==> config.mk <==
export PLATFORM = sky130hd
export DESIGN_NAME = sarh_host
export DESIGN_NICKNAME = d
export VERILOG_FILES = /design/src/sarh_pkg.sv /design/src/sarh_fifo.sv /design/src/sarh_host.sv
export SDC_FILE = /design/constraint.sdc
export NUM_CORES = 1
export LEC_CHECK = 0
export BUFFER_PORTS_ARGS = -buffer_cell sky130_fd_sc_hd__buf_2
export CAP_MARGIN = 15
export CORE_ASPECT_RATIO = 1.75
export CORE_MARGIN = 2
export CORE_UTILIZATION = 55
export CTS_CLUSTER_DIAMETER = 30
export DETAILED_ROUTE_END_ITERATION = 10
export GPL_ROUTABILITY_DRIVEN = 0
export PLACE_DENSITY_LB_ADDON = 0.05
export SETUP_SLACK_MARGIN = 0.2
export SLEW_MARGIN = 40
export SYNTH_ARGS = -nofsm -noshare
export SYNTH_HDL_FRONTEND = slang
export SYNTH_HIERARCHICAL = 1
export SYNTH_SLANG_ARGS = --single-unit
==> constraint.sdc <==
create_clock -name clk_i -period 7.3 [get_ports clk_i]
set_input_delay 2.19 -clock clk_i [delete_from_list [all_inputs] [get_ports clk_i]]
set_output_delay 2.19 -clock clk_i [all_outputs]
set_load 0.01 [all_outputs]
==> src/sarh_pkg.sv <==
// Constants shared by the converter host controller
// Notes on behaviour
// - Normal acquisition at least 0.5 us
// - Acquisition after nap at least 0.8 us
// - Abort only within 1000 ns of start
// - Start held 5 ns before select rises
// - Power-down pulse at least 60 ns
// - Interface quiet 30 ns before start
// - Interface quiet 10 ns after start
// - Interface quiet 600 ns before busy falls
// - Select/frame fall away from busy fall
// - Other input pulses at least 10 ns
package sarh_pkg;
  localparam int CLK_NS = 20;
  localparam int ACQ_NORM_NS = 500;
  localparam int ACQ_NAP_NS = 800;
  localparam int ABORT_MAX_NS = 1000;
  localparam int START_SU_NS = 5;
  localparam int PD_PULSE_NS = 60;
  localparam int QUIET_PRE_NS = 30;
  localparam int QUIET_POST_NS = 10;
  localparam int QUIET_CONV_NS = 600;
  localparam int PULSE_MIN_NS = 10;
  localparam int BUSY_GUARD_NS = 20;
  localparam int WAKE_NS = 300;
  localparam int CONV_MAX_NS = 1160;
  localparam int ACQ_NORM_CYC = (ACQ_NORM_NS + CLK_NS - 1) / CLK_NS;
  localparam int ACQ_NAP_CYC = (ACQ_NAP_NS + CLK_NS - 1) / CLK_NS;
  localparam int ABORT_MAX_CYC = ABORT_MAX_NS / CLK_NS;
  localparam int START_SU_CYC = (START_SU_NS + CLK_NS - 1) / CLK_NS;
  localparam int PD_CYC = (PD_PULSE_NS + CLK_NS - 1) / CLK_NS;
  localparam int QPRE_CYC = (QUIET_PRE_NS + CLK_NS - 1) / CLK_NS;
  localparam int QPOST_CYC = (QUIET_POST_NS + CLK_NS - 1) / CLK_NS;
  localparam int QCONV_CYC = (QUIET_CONV_NS + CLK_NS - 1) / CLK_NS;
  localparam int PULSE_CYC = (PULSE_MIN_NS + CLK_NS - 1) / CLK_NS;
  localparam int CONV_MAX_CYC = (CONV_MAX_NS + CLK_NS - 1) / CLK_NS;
  localparam int RES_BITS = 16;
  localparam logic [7:0] SCLK_HALF = 8'h04;
  typedef enum logic [2:0] {
    SARH_IDLE = 3'b000,
    SARH_ACQ = 3'b001,
    SARH_START = 3'b011,
    SARH_CONV = 3'b010,
    SARH_READ = 3'b110,
    SARH_PD = 3'b111
  } sarh_state_t;
endpackage

==> src/sarh_fifo.sv <==
// Result FIFO with valid/ready on both sides
`timescale 1ns/1ns
module sarh_fifo #(
  parameter int WIDTH = 16,
  parameter int DEPTH = 8
) (
  input wire logic clk_i,
  input wire logic rst_i,
  input wire logic in_valid_i,
  output logic in_ready_o,
  input wire logic [WIDTH-1:0] in_data_i,
  output logic out_valid_o,
  input wire logic out_ready_i,
  output logic [WIDTH-1:0] out_data_o
);
  localparam int AW = $clog2(DEPTH);
  logic [WIDTH-1:0] mem_ff [DEPTH];
  logic [AW-1:0] wr_ff, nxt_wr, rd_ff, nxt_rd;
  logic [AW:0] cnt_ff, nxt_cnt;
  logic push, pop;
  always_comb begin
    push = in_valid_i && (cnt_ff != (AW+1)'(DEPTH));
    pop = out_ready_i && (cnt_ff != '0);
    nxt_wr = push ? ((wr_ff == AW'(DEPTH - 1)) ? '0 : wr_ff + 1'b1) : wr_ff;
    nxt_rd = pop ? ((rd_ff == AW'(DEPTH - 1)) ? '0 : rd_ff + 1'b1) : rd_ff;
    nxt_cnt = cnt_ff + (AW+1)'(push) - (AW+1)'(pop);
  end
  always_ff @(posedge clk_i or posedge rst_i) begin
    if (rst_i) begin
      wr_ff <= '0;
      rd_ff <= '0;
      cnt_ff <= '0;
    end else begin
      wr_ff <= nxt_wr;
      rd_ff <= nxt_rd;
      cnt_ff <= nxt_cnt;
    end
  end
  always_ff @(posedge clk_i) begin
    if (push) begin
      mem_ff[wr_ff] <= in_data_i;
    end
  end
  assign in_ready_o = (cnt_ff != (AW+1)'(DEPTH));
  assign out_valid_o = (cnt_ff != '0);
  assign out_data_o = mem_ff[rd_ff];
endmodule

==> src/sarh_host.sv <==
// Host controller driving the converter pins and collecting results
`timescale 1ns/1ns
module sarh_host (
  input wire logic clk_i,
  input wire logic rst_i,
  input wire logic req_i,
  input wire logic nap_i,
  input wire logic abort_i,
  input wire logic pd_req_i,
  input wire logic busy_i,
  input wire logic sdo_i,
  output logic conversion_start_input_o,
  output logic cs_n_o,
  output logic frame_sync_input_o,
  output logic sclk_o,
  output logic powerdown_reset_input_o,
  output logic res_valid_o,
  input wire logic res_ready_i,
  output logic [15:0] res_data_o,
  output logic idle_o
);
  logic [1:0] busy_sy_ff, sdo_sy_ff;
  logic busy_d_ff;
  sarh_pkg::sarh_state_t st_ff, nxt_st;
  logic [10:0] cnt_ff, nxt_cnt;
  logic [10:0] since_ff, nxt_since;
  logic napped_ff, nxt_napped;
  logic [6:0] acq_len_ff, nxt_acq_len;
  logic start_ff, nxt_start, cs_ff, nxt_cs, fs_ff, nxt_fs, sclk_ff, nxt_sclk, pd_ff, nxt_pd;
  logic [4:0] bit_ff, nxt_bit;
  logic [15:0] sh_ff, nxt_sh;
  logic [7:0] div_ff, nxt_div;
  logic push, fifo_rdy, fifo_v, busy_s, busy_fall;
  logic [15:0] fifo_d;
  logic rv_ff, nxt_rv, idle_ff, nxt_idle;
  logic [15:0] rd_ff, nxt_rd;
  assign busy_s = busy_sy_ff[1];
  assign busy_fall = busy_d_ff && !busy_s;
  always_ff @(posedge clk_i or posedge rst_i) begin
    if (rst_i) begin
      busy_sy_ff <= 2'h0;
      sdo_sy_ff <= 2'h0;
      busy_d_ff <= 1'b0;
    end else begin
      busy_sy_ff <= {busy_sy_ff[0], busy_i};
      sdo_sy_ff <= {sdo_sy_ff[0], sdo_i};
      busy_d_ff <= busy_s;
    end
  end
  always_comb begin
    nxt_st = st_ff;
    nxt_cnt = (cnt_ff != 11'h0) ? cnt_ff - 11'h1 : 11'h0;
    nxt_since = (since_ff != 11'h7ff) ? since_ff + 11'h1 : since_ff;
    nxt_napped = napped_ff;
    nxt_start = start_ff;
    nxt_cs = cs_ff;
    nxt_fs = 1'b0;
    nxt_sclk = sclk_ff;
    nxt_pd = pd_ff;
    nxt_bit = bit_ff;
    nxt_sh = sh_ff;
    nxt_div = div_ff;
    push = 1'b0;
    unique case (st_ff)
      sarh_pkg::SARH_IDLE: begin
        nxt_cs = 1'b1;
        if (pd_req_i) begin
          nxt_st = sarh_pkg::SARH_PD;
          nxt_pd = 1'b1;
          nxt_cnt = 11'(sarh_pkg::PD_CYC);
        end else if (req_i && fifo_rdy) begin
          nxt_st = sarh_pkg::SARH_ACQ;
          nxt_napped = nap_i;
          nxt_cnt = nap_i ? 11'(sarh_pkg::ACQ_NAP_CYC) : 11'(sarh_pkg::ACQ_NORM_CYC);
        end
      end
      sarh_pkg::SARH_ACQ: begin
        if (cnt_ff == 11'h0 && since_ff >= 11'(sarh_pkg::QPRE_CYC)) begin
          nxt_st = sarh_pkg::SARH_START;
          nxt_cs = 1'b0;
          nxt_start = 1'b1;
          nxt_cnt = 11'(sarh_pkg::PULSE_CYC + sarh_pkg::START_SU_CYC);
        end
      end
      sarh_pkg::SARH_START: begin
        if (cnt_ff == 11'h0) begin
          nxt_cs = 1'b1;
          nxt_st = sarh_pkg::SARH_CONV;
          nxt_cnt = 11'(sarh_pkg::CONV_MAX_CYC + 4);
          nxt_since = 11'h0;
        end
      end
      sarh_pkg::SARH_CONV: begin
        nxt_start = 1'b0;
        // Hold select high and frame sync low through conversion
        // Count restarts as select rises three cycles after start rises, and again as start falls one cycle later
        if (abort_i && (since_ff + 11'h5) <= 11'(sarh_pkg::ABORT_MAX_CYC)) begin
          nxt_cs = 1'b0;
          nxt_st = sarh_pkg::SARH_IDLE;
        end else if (busy_fall || cnt_ff == 11'h0) begin
          nxt_st = sarh_pkg::SARH_READ;
          nxt_cs = 1'b0;
          nxt_bit = 5'h0;
          nxt_div = sarh_pkg::SCLK_HALF;
          nxt_sclk = 1'b0;
        end
      end
      sarh_pkg::SARH_READ: begin
        nxt_div = (div_ff != 8'h0) ? div_ff - 8'h1 : sarh_pkg::SCLK_HALF;
        if (div_ff == 8'h0) begin
          nxt_sclk = !sclk_ff;
          if (sclk_ff) begin
            nxt_sh = {sh_ff[14:0], sdo_sy_ff[1]};
            nxt_bit = bit_ff + 5'h1;
            if (bit_ff == 5'(sarh_pkg::RES_BITS - 1)) begin
              push = 1'b1;
              nxt_cs = 1'b1;
              nxt_sclk = 1'b0;
              nxt_st = sarh_pkg::SARH_IDLE;
            end
          end
        end
      end
      sarh_pkg::SARH_PD: begin
        if (cnt_ff == 11'h0) begin
          nxt_pd = 1'b0;
          nxt_st = sarh_pkg::SARH_IDLE;
        end
      end
      default: nxt_st = sarh_pkg::SARH_IDLE;
    endcase
    if (nxt_cs != cs_ff || nxt_sclk != sclk_ff || nxt_start != start_ff) begin
      nxt_since = 11'h0;
    end
  end
  always_ff @(posedge clk_i or posedge rst_i) begin
    if (rst_i) begin
      st_ff <= sarh_pkg::SARH_IDLE;
      cnt_ff <= 11'h0;
      since_ff <= 11'h0;
      napped_ff <= 1'b0;
      start_ff <= 1'b0;
      cs_ff <= 1'b1;
      fs_ff <= 1'b0;
      sclk_ff <= 1'b0;
      pd_ff <= 1'b0;
      bit_ff <= 5'h0;
      sh_ff <= 16'h0;
      div_ff <= 8'h0;
    end else begin
      st_ff <= nxt_st;
      cnt_ff <= nxt_cnt;
      since_ff <= nxt_since;
      napped_ff <= nxt_napped;
      start_ff <= nxt_start;
      cs_ff <= nxt_cs;
      fs_ff <= nxt_fs;
      sclk_ff <= nxt_sclk;
      pd_ff <= nxt_pd;
      bit_ff <= nxt_bit;
      sh_ff <= nxt_sh;
      div_ff <= nxt_div;
    end
  end
  sarh_fifo #(.WIDTH(16), .DEPTH(8)) u_fifo (
    .clk_i(clk_i),
    .rst_i(rst_i),
    .in_valid_i(push),
    .in_ready_o(fifo_rdy),
    .in_data_i({sh_ff[14:0], sdo_sy_ff[1]}),
    .out_valid_o(fifo_v),
    .out_ready_i(!rv_ff),
    .out_data_o(fifo_d)
  );
  always_comb begin
    nxt_rv = rv_ff;
    nxt_rd = rd_ff;
    if (rv_ff && res_ready_i) begin
      nxt_rv = 1'b0;
    end
    if (!rv_ff && fifo_v) begin
      nxt_rv = 1'b1;
      nxt_rd = fifo_d;
    end
    nxt_idle = (nxt_st == sarh_pkg::SARH_IDLE);
  end
  always_ff @(posedge clk_i or posedge rst_i) begin
    if (rst_i) begin
      rv_ff <= 1'b0;
      rd_ff <= 16'h0;
      idle_ff <= 1'b1;
    end else begin
      rv_ff <= nxt_rv;
      rd_ff <= nxt_rd;
      idle_ff <= nxt_idle;
    end
  end
  assign conversion_start_input_o = start_ff;
  assign cs_n_o = cs_ff;
  assign frame_sync_input_o = fs_ff;
  assign sclk_o = sclk_ff;
  assign powerdown_reset_input_o = pd_ff;
  assign res_valid_o = rv_ff;
  assign res_data_o = rd_ff;
  assign idle_o = idle_ff;
  // Counts acquisition cycles so the start spacing can be checked
  always_comb begin
    nxt_acq_len = acq_len_ff;
    if (st_ff != sarh_pkg::SARH_ACQ) begin
      nxt_acq_len = 7'h0;
    end else if (acq_len_ff != 7'h7f) begin
      nxt_acq_len = acq_len_ff + 7'h1;
    end
  end
  always_ff @(posedge clk_i or posedge rst_i) begin
    if (rst_i) begin
      acq_len_ff <= 7'h0;
    end else begin
      acq_len_ff <= nxt_acq_len;
    end
  end
  property p_pd_width;
    @(posedge clk_i) disable iff (rst_i) $rose(pd_ff) |-> pd_ff [*3];
  endproperty
  a_pd_width: assert property (p_pd_width) else $error("power-down pulse too short");
  property p_acq;
    @(posedge clk_i) disable iff (rst_i) ($rose(start_ff) && !napped_ff)
      |-> acq_len_ff >= 7'(sarh_pkg::ACQ_NORM_CYC);
  endproperty
  a_acq: assert property (p_acq) else $error("acquisition too short");
  property p_acq_nap;
    @(posedge clk_i) disable iff (rst_i) ($rose(start_ff) && napped_ff)
      |-> acq_len_ff >= 7'(sarh_pkg::ACQ_NAP_CYC);
  endproperty
  a_acq_nap: assert property (p_acq_nap) else $error("nap acquisition too short");
  property p_start_qual;
    @(posedge clk_i) disable iff (rst_i) $rose(start_ff) |-> !cs_ff;
  endproperty
  a_start_qual: assert property (p_start_qual) else $error("start without select");
  property p_start_su;
    @(posedge clk_i) disable iff (rst_i) ($rose(cs_ff) && $past(st_ff) == sarh_pkg::SARH_START)
      |-> start_ff && $past(start_ff);
  endproperty
  a_start_su: assert property (p_start_su) else $error("start not ahead of select rise");
  property p_start_width;
    @(posedge clk_i) disable iff (rst_i) $rose(start_ff) |-> start_ff [*2];
  endproperty
  a_start_width: assert property (p_start_width) else $error("start pulse too short");
  property p_quiet_pre;
    @(posedge clk_i) disable iff (rst_i) $rose(start_ff) |-> $past(since_ff) >= 11'(sarh_pkg::QPRE_CYC);
  endproperty
  a_quiet_pre: assert property (p_quiet_pre) else $error("interface not quiet before start");
  property p_conv_quiet;
    @(posedge clk_i) disable iff (rst_i) (st_ff == sarh_pkg::SARH_CONV && $past(st_ff) == sarh_pkg::SARH_CONV)
      |-> $stable(sclk_ff) && !fs_ff;
  endproperty
  a_conv_quiet: assert property (p_conv_quiet) else $error("toggle during conversion");
endmodule

### Yosys cells after proc, flatten, opt, wreduce, memory -nomap -nowiden

Memories as Yosys holds them, arrays and structs flattened. A register that Yosys moved wholly into a read port is not among the register bits.
Index checks and enable logic that the tools add are counted.

| storage, ports and cells | value |
|---|---|
| RAM bits | 128 |
| memories | 1 |
| bits of input ports | 9 |
| flip-flop bits (word level) | 74 |

| cells by class | value |
|---|---|
| $lt $le $gt $ge | 2 |
| add/sub/neg operators | 9 |
| mux-type cells | 60 |
| eq/ne operators | 19 |
| reductions and logical operators | 27 |

Memory list:

| memory | depth | bits a word | read ports | clocked after memory_dff | wr ports | RTL line | source |
|---|---|---|---|---|---|---|---|
| u_fifo.mem_ff | 8 | 16 | 1 | 1 | 1 | sarh_fifo.sv:17 | `logic [WIDTH-1:0] mem_ff [DEPTH];` |

Operators with widths:

| cell | count |
|---|---|
| $mux W11 | 9 |
| $mux W3 | 12 |
| $pmux W11 S3 | 1 |
| $mux W8 | 3 |
| $mux W1 | 23 |
| $mux W5 | 4 |
| $pmux W3 S6 | 1 |
| $pmux W8 S2 | 1 |
| $eq A3 B3 Y1 const B | 4 |
| $ne A2 B2 Y1 const B | 6 |
| $add A11 B1 Y11 const B | 1 |
| $add A11 B3 Y11 const B | 1 |
| $ge A11 B2 Y1 const B | 1 |
| $le A11 B6 Y1 const B | 1 |
| $logic_not A11 Y1 | 1 |
| $ne A11 B11 Y1 const B | 1 |
| $reduce_bool A11 Y1 | 1 |
| $sub A11 B1 Y11 const B | 1 |
| $pmux W5 S2 | 1 |
| $reduce_and A3 Y1 | 3 |
| $logic_not A8 Y1 | 1 |
| $reduce_bool A8 Y1 | 1 |
| $sub A8 B1 Y8 const B | 1 |
| $logic_and A1 B1 Y1 | 7 |
| 18 further kinds | 31 |

### Depth between registers and ports, before layout

| depth | value |
|---|---|
| depth after elaboration | 10 |
| gate-level depth with buffers | 12 |
| depth with buffers taken out | 12 |

### Modules after synthesis

Netlist, hierarchy kept.

Modules (own cells, without submodules):

| module | area each (um^2) | cells an instance | times used |
|---|---|---|---|
| sarh_fifo | 5555.3 | 243 | 1 |
| sarh_host | 4190.3 | 416 | 1 |

### Least setup slack after synthesis

No wires, ideal clock.

| timing path | value |
|---|---|
| path kind | reg-to-reg |
| from | reg div_ff[0] |
| to | mem u_fifo.mem_ff[0][0], enable pin |
| required time | 6870 ps |
| library setup time | 430 ps |
| cell stages (with the launch flop) | 8 |
| arrival | 3148 ps |
| clock period less this slack | 3578 ps |
| slack | 3722 ps |
| path buffers | 0 |
| cell sequence | dfrtp_1 > inv_1 > ha_1 > nor3b_1 > nand2_1 > nor3_1 > nand2_2 > nor4_1 |

| between the ends | value |
|---|---|
| longest elaborated chain between the ends | 6 |

RTL lines:

| item | RTL line | source |
|---|---|---|
| start: declaration | sarh_host.sv:32 | `logic [7:0] div_ff, nxt_div;` |
| start signal: assignment | sarh_host.sv:162 | `div_ff <= nxt_div;` |
| $logic_not A8 Y1 | sarh_host.sv:110 | `if (div_ff == 8'h0) begin` |
| $mux W1 | sarh_host.sv:110 |  |
| $mux W1 | sarh_host.sv:64 | `unique case (st_ff)` |
| via push | sarh_host.sv:33 | `logic push, fifo_rdy, fifo_v, busy_s, busy_fall;` |
| $logic_and A1 B1 Y1 | sarh_fifo.sv:22 | `push = in_valid_i && (cnt_ff != (AW+1)'(DEPTH));` |
| $mux W1 | sarh_fifo.sv:40 | `if (push) begin` |
| $mux W1 (implied by the code) | sarh_fifo.sv:41 | `mem_ff[wr_ff] <= in_data_i;` |
| end: declaration | sarh_fifo.sv:17 |  |

The timed path passes the listed nets, and every way through them passes these cells.

### Final worst setup path

| timing path | value |
|---|---|
| from | reg cs_ff (netlist: cs_n_o) |
| to | out cs_n_o |

RTL lines:

| item | RTL line | source |
|---|---|---|
| start: declaration | sarh_host.sv:29 | `logic start_ff, nxt_start, cs_ff, nxt_cs, fs_ff, nxt_fs, sclk_ff, nxt_sclk, pd_ff, nxt_pd;` |
| start signal: assignment | sarh_host.sv:156 | `cs_ff <= nxt_cs;` |
| end: declaration | sarh_host.sv:13 | `output logic cs_n_o,` |

No word-level cell between the ends.

==> results by group <==
Timing
  – Hold Fails Final Rpt: 0
  – Final Max Slew Viols: 0
  – Accumulated negative setup slack: 0 ns
  – Unrepaired setup endpoints after global routing: false
  – Slew margin rel.: 0.5117
  – Final setup vio count: 0
  – Final worst-path cycle share: 0.4700
  – Worst-margin pin slew: 0.7325 ns
  – Fin crit period: about 3.4 ns
  – Clk_skew: a little over 0.01 ns
  – Fmax: about 0.29 GHz

Placed design
  – I/O Buffers: 30
  – Placed cell count: between 900 and 1k
  – Post-DP HPWL: ~12 mm
  – DP Area: between 10000 and 15000 um2

CTS
  – Total CTS buffers: 30
  – Clock latency on the worst-skew pair: approximately 0.53 ns
  – Post-CTS setup buffers: 0
  – CTS Hold Bufs: 0
  – CTS clock-pin slew for the worst setup and hold paths: about 0.06 ns
  – Root Buffer: clkbuf_16
  – CTS sink count: 218
  – Clock Tree Buf Depth: 3
  – TritonCTS clock tree: done
  – H-tree depth: 1
  – Post-cts resize count: 0

Worst hold path
  – Hold EP: sdo_sy_ff[1]
  – WHS Path Cells: 0
  – Min-Delay Path Class: flop to flop
  – Hold Path Origin: sdo_sy_ff[0]

Power
  – Leakage: ~4.2 nW
  – Max IR drop VDD: around 0.34 mV
  – Power per standard cell area: ~360 nW/um2

Synth
  – Seq/Total Area, Yosys: 0.6258
  – Syn nets: about 700
  – FFs w/ async S/R, synth: 0.4128
  – FF+latch count, synth: around 220
  – Synthesized cell area: roughly 9700 um2
  – Mapped Avg Cell Area: ~15 um2
  – Total number of yosys warnings: 6
  – Synth cell types: 73
  – Top FF cell, synth: edfxtp_1
  – Post-synth EDFFs: roughly 130
  – Syn Inst Count: 659

Cells and area
  – Ant diodes: 0
  – Fill count: roughly 1.3k
  – Final non-filler cell total: 959
  – Layout area overhead: 14.70%
  – Multi-input gate area: between 3000 and 4000 um2
  – Share of cells above drive strength 1: 0.2596
  – Most frequent cells in the layout: edfxtp_1, dfrtp_1, mux2_2
  – Nets: approximately 730
  – Reg area: about 6100 um2
  – Most common cell after layout, fill and taps aside: edfxtp_1
  – Final instance area: ~11000 um2

Critical path
  – Cell family contributing the most delay on the critical path: flip-flops
  – Worst Setup Path Type: flop to primary output
  – Worst path arrival time: 1.24 ns
  – Cell Chain, Critical Path: buf_2
  – Slowest-stage cell, CP: dfstp_2
  – Setup crit end kind: primary output
  – Max incr delay on CP: between 0.5 and 0.6 ns
  – Critical path launch point: cs_n_o
  – Worst r2r dst: u_fifo/cnt_ff[2]
  – RR Startpoint: div_ff[3]
  – CP bufs+invs: 1
  – Worst r2r path cells: 9
  – CP Launch Type: flop
  – Worst path required time: 5.11 ns
  – Worst reg2reg setup slack: just under 4 ns
  – Largest fanout on the critical path: 6

Global route
  – Grt met1 use: 0.2470
  – GRT overflow: 0
  – Pin count of the biggest net entering global routing: 54
  – Initial antenna violation count: 0
  – Vias in the first global route: between 5k and 6k
  – GR peak layer: met2
  – GR met3 Demand/Resource: 0.02351
  – Met2 usage: 0.3948
  – Overall routing resource usage: 0.2087
  – First-pass GRT wire length: 31.14 mm

Die
  – # rows: 64
  – Initial cell density of the core: 0.5583
  – Core area: 17460 um2
  – Die Ht: between 150 and 200 um
  – Die area: around 19000 um2
  – I/O pin cnt: 32
  – Die Width: between 100 and 150 um

Routing
  – Vias/cell: slightly below 6
  – Iteration-0 DRC count of the detailed router: between 200 and 250
  – Final WL: 18.80 mm
  – DRC viols: 0
  – Wirelength per Cell: roughly 20 um
  – Detail Route Antenna Nets: 0
  – Drt pass-1 iters: 4
  – Vias: 5673

Outcome
  – Status: completed

Job
  – Max_cap viols: 0
-- report_power, final --
part           internal [W]  switching (W)  leakage (nW)
sequential          0.00146       0.000180          2.18
combinational      0.000482       0.000531          1.53
clock              0.000865       0.000559         0.494
total               0.00280        0.00127          4.20
-- area by class of cell --
type | count | share of cell area
clock buffers | 33 | 0.07007
clock inverters | 23 | 0.02015
inverters | 26 | 0.008843
multi-input cells | 384 | 0.3059
flip-flops and latches | 218 | 0.5457
well taps | 231 | 0.02586
repair buffers | 44 | 0.02351
-- flip-flops by register name, summed over array words and instances, names as in the netlist --
register,count
powerdown_reset_input_o,1
u_fifo/cnt_ff,4
u_fifo/wr_ff,3
busy_sy_ff,2
div_ff,8
res_valid_o,1
res_data_o,16
since_ff,11
idle_o,1
cs_n_o,1
sh_ff,15
st_ff,3
u_fifo/rd_ff,3
bit_ff,5
sdo_sy_ff,2
busy_d_ff,1
sclk_o,1
cnt_ff,11
conversion_start_input_o,1
u_fifo/mem_ff,128
-- metrics by stage --
| step | hold WS (ns) | util | power [W] | setup slack, ns |
|---|---|---|---|---|
| 5_1_grt | 0.3582 | 0.6403 | 0.004295 | 3.749 |
| 3_3_place_gp | 0.3336 | 0.5806 | 0.002632 | 3.513 |
| 6_report | 0.3530 | 0.6403 | 0.004072 | 3.869 |
| 3_5_place_dp | 0.3403 | 0.5826 | 0.002680 | 3.783 |
| 4_1_cts | 0.3553 | 0.6403 | 0.004116 | 3.850 |
| 2_1_floorplan | 0.3312 | - | 0.002426 | 3.062 |
-- layer usage --
metal,share of wire,vias up,routed length (um)
met2,0.56,123,10520
li1,-,2620,-
met5,0,-,0
met4,0.020,0,371
met1,0.39,2899,7266
met3,0.034,31,645
-- cell usage after synthesis (15+ instances only) --
library cell  number  area [um2]
edfxtp_1         128        3844
dfrtp_1           88        2202
mux2_2            53       596.8
nand2_1           40       150.1
nor2_1            38       142.6
mux4_1            29       762.0
inv_1             26       97.59
o21ai_0           25       125.1
nor3_1            21       105.1
a21oi_1           17       85.08
ha_1              17       212.7
clkbuf_1          15       56.30
xor2_1            15       131.4
-- cells by family (layout without fill, tap and decap cells) --
logic type | after synthesis | in the layout | share of synthesized area
XOR/XNOR | 21 | 21 | 0.01887
other | 1 | 1 | 0.0003848
AO/OA/AOI/OAI | 85 | 85 | 0.05932
flip-flops | 218 | 218 | 0.6258
AND/OR/NAND/NOR | 173 | 173 | 0.09565
buffers and inverters | 57 | 126 | 0.02876
adder cells (fa/ha/maj) | 18 | 18 | 0.02388
multiplexers | 86 | 86 | 0.1474
-- how the worst max path moves through the flow --
| stage | to | depth (start not counted) |
|---|---|---|
| final | cs_n_o | 1 |
| after global routing | u_fifo/cnt_ff[2] | 9 |
| after CTS | cs_n_o | 1 |
| after detailed placement | since_ff[10] | 5 |
| after global placement | since_ff[10] | 5 |
| after floorplan | bit_ff[0] | 1 |
Note: power is estimated with default switching activity, not from simulation.
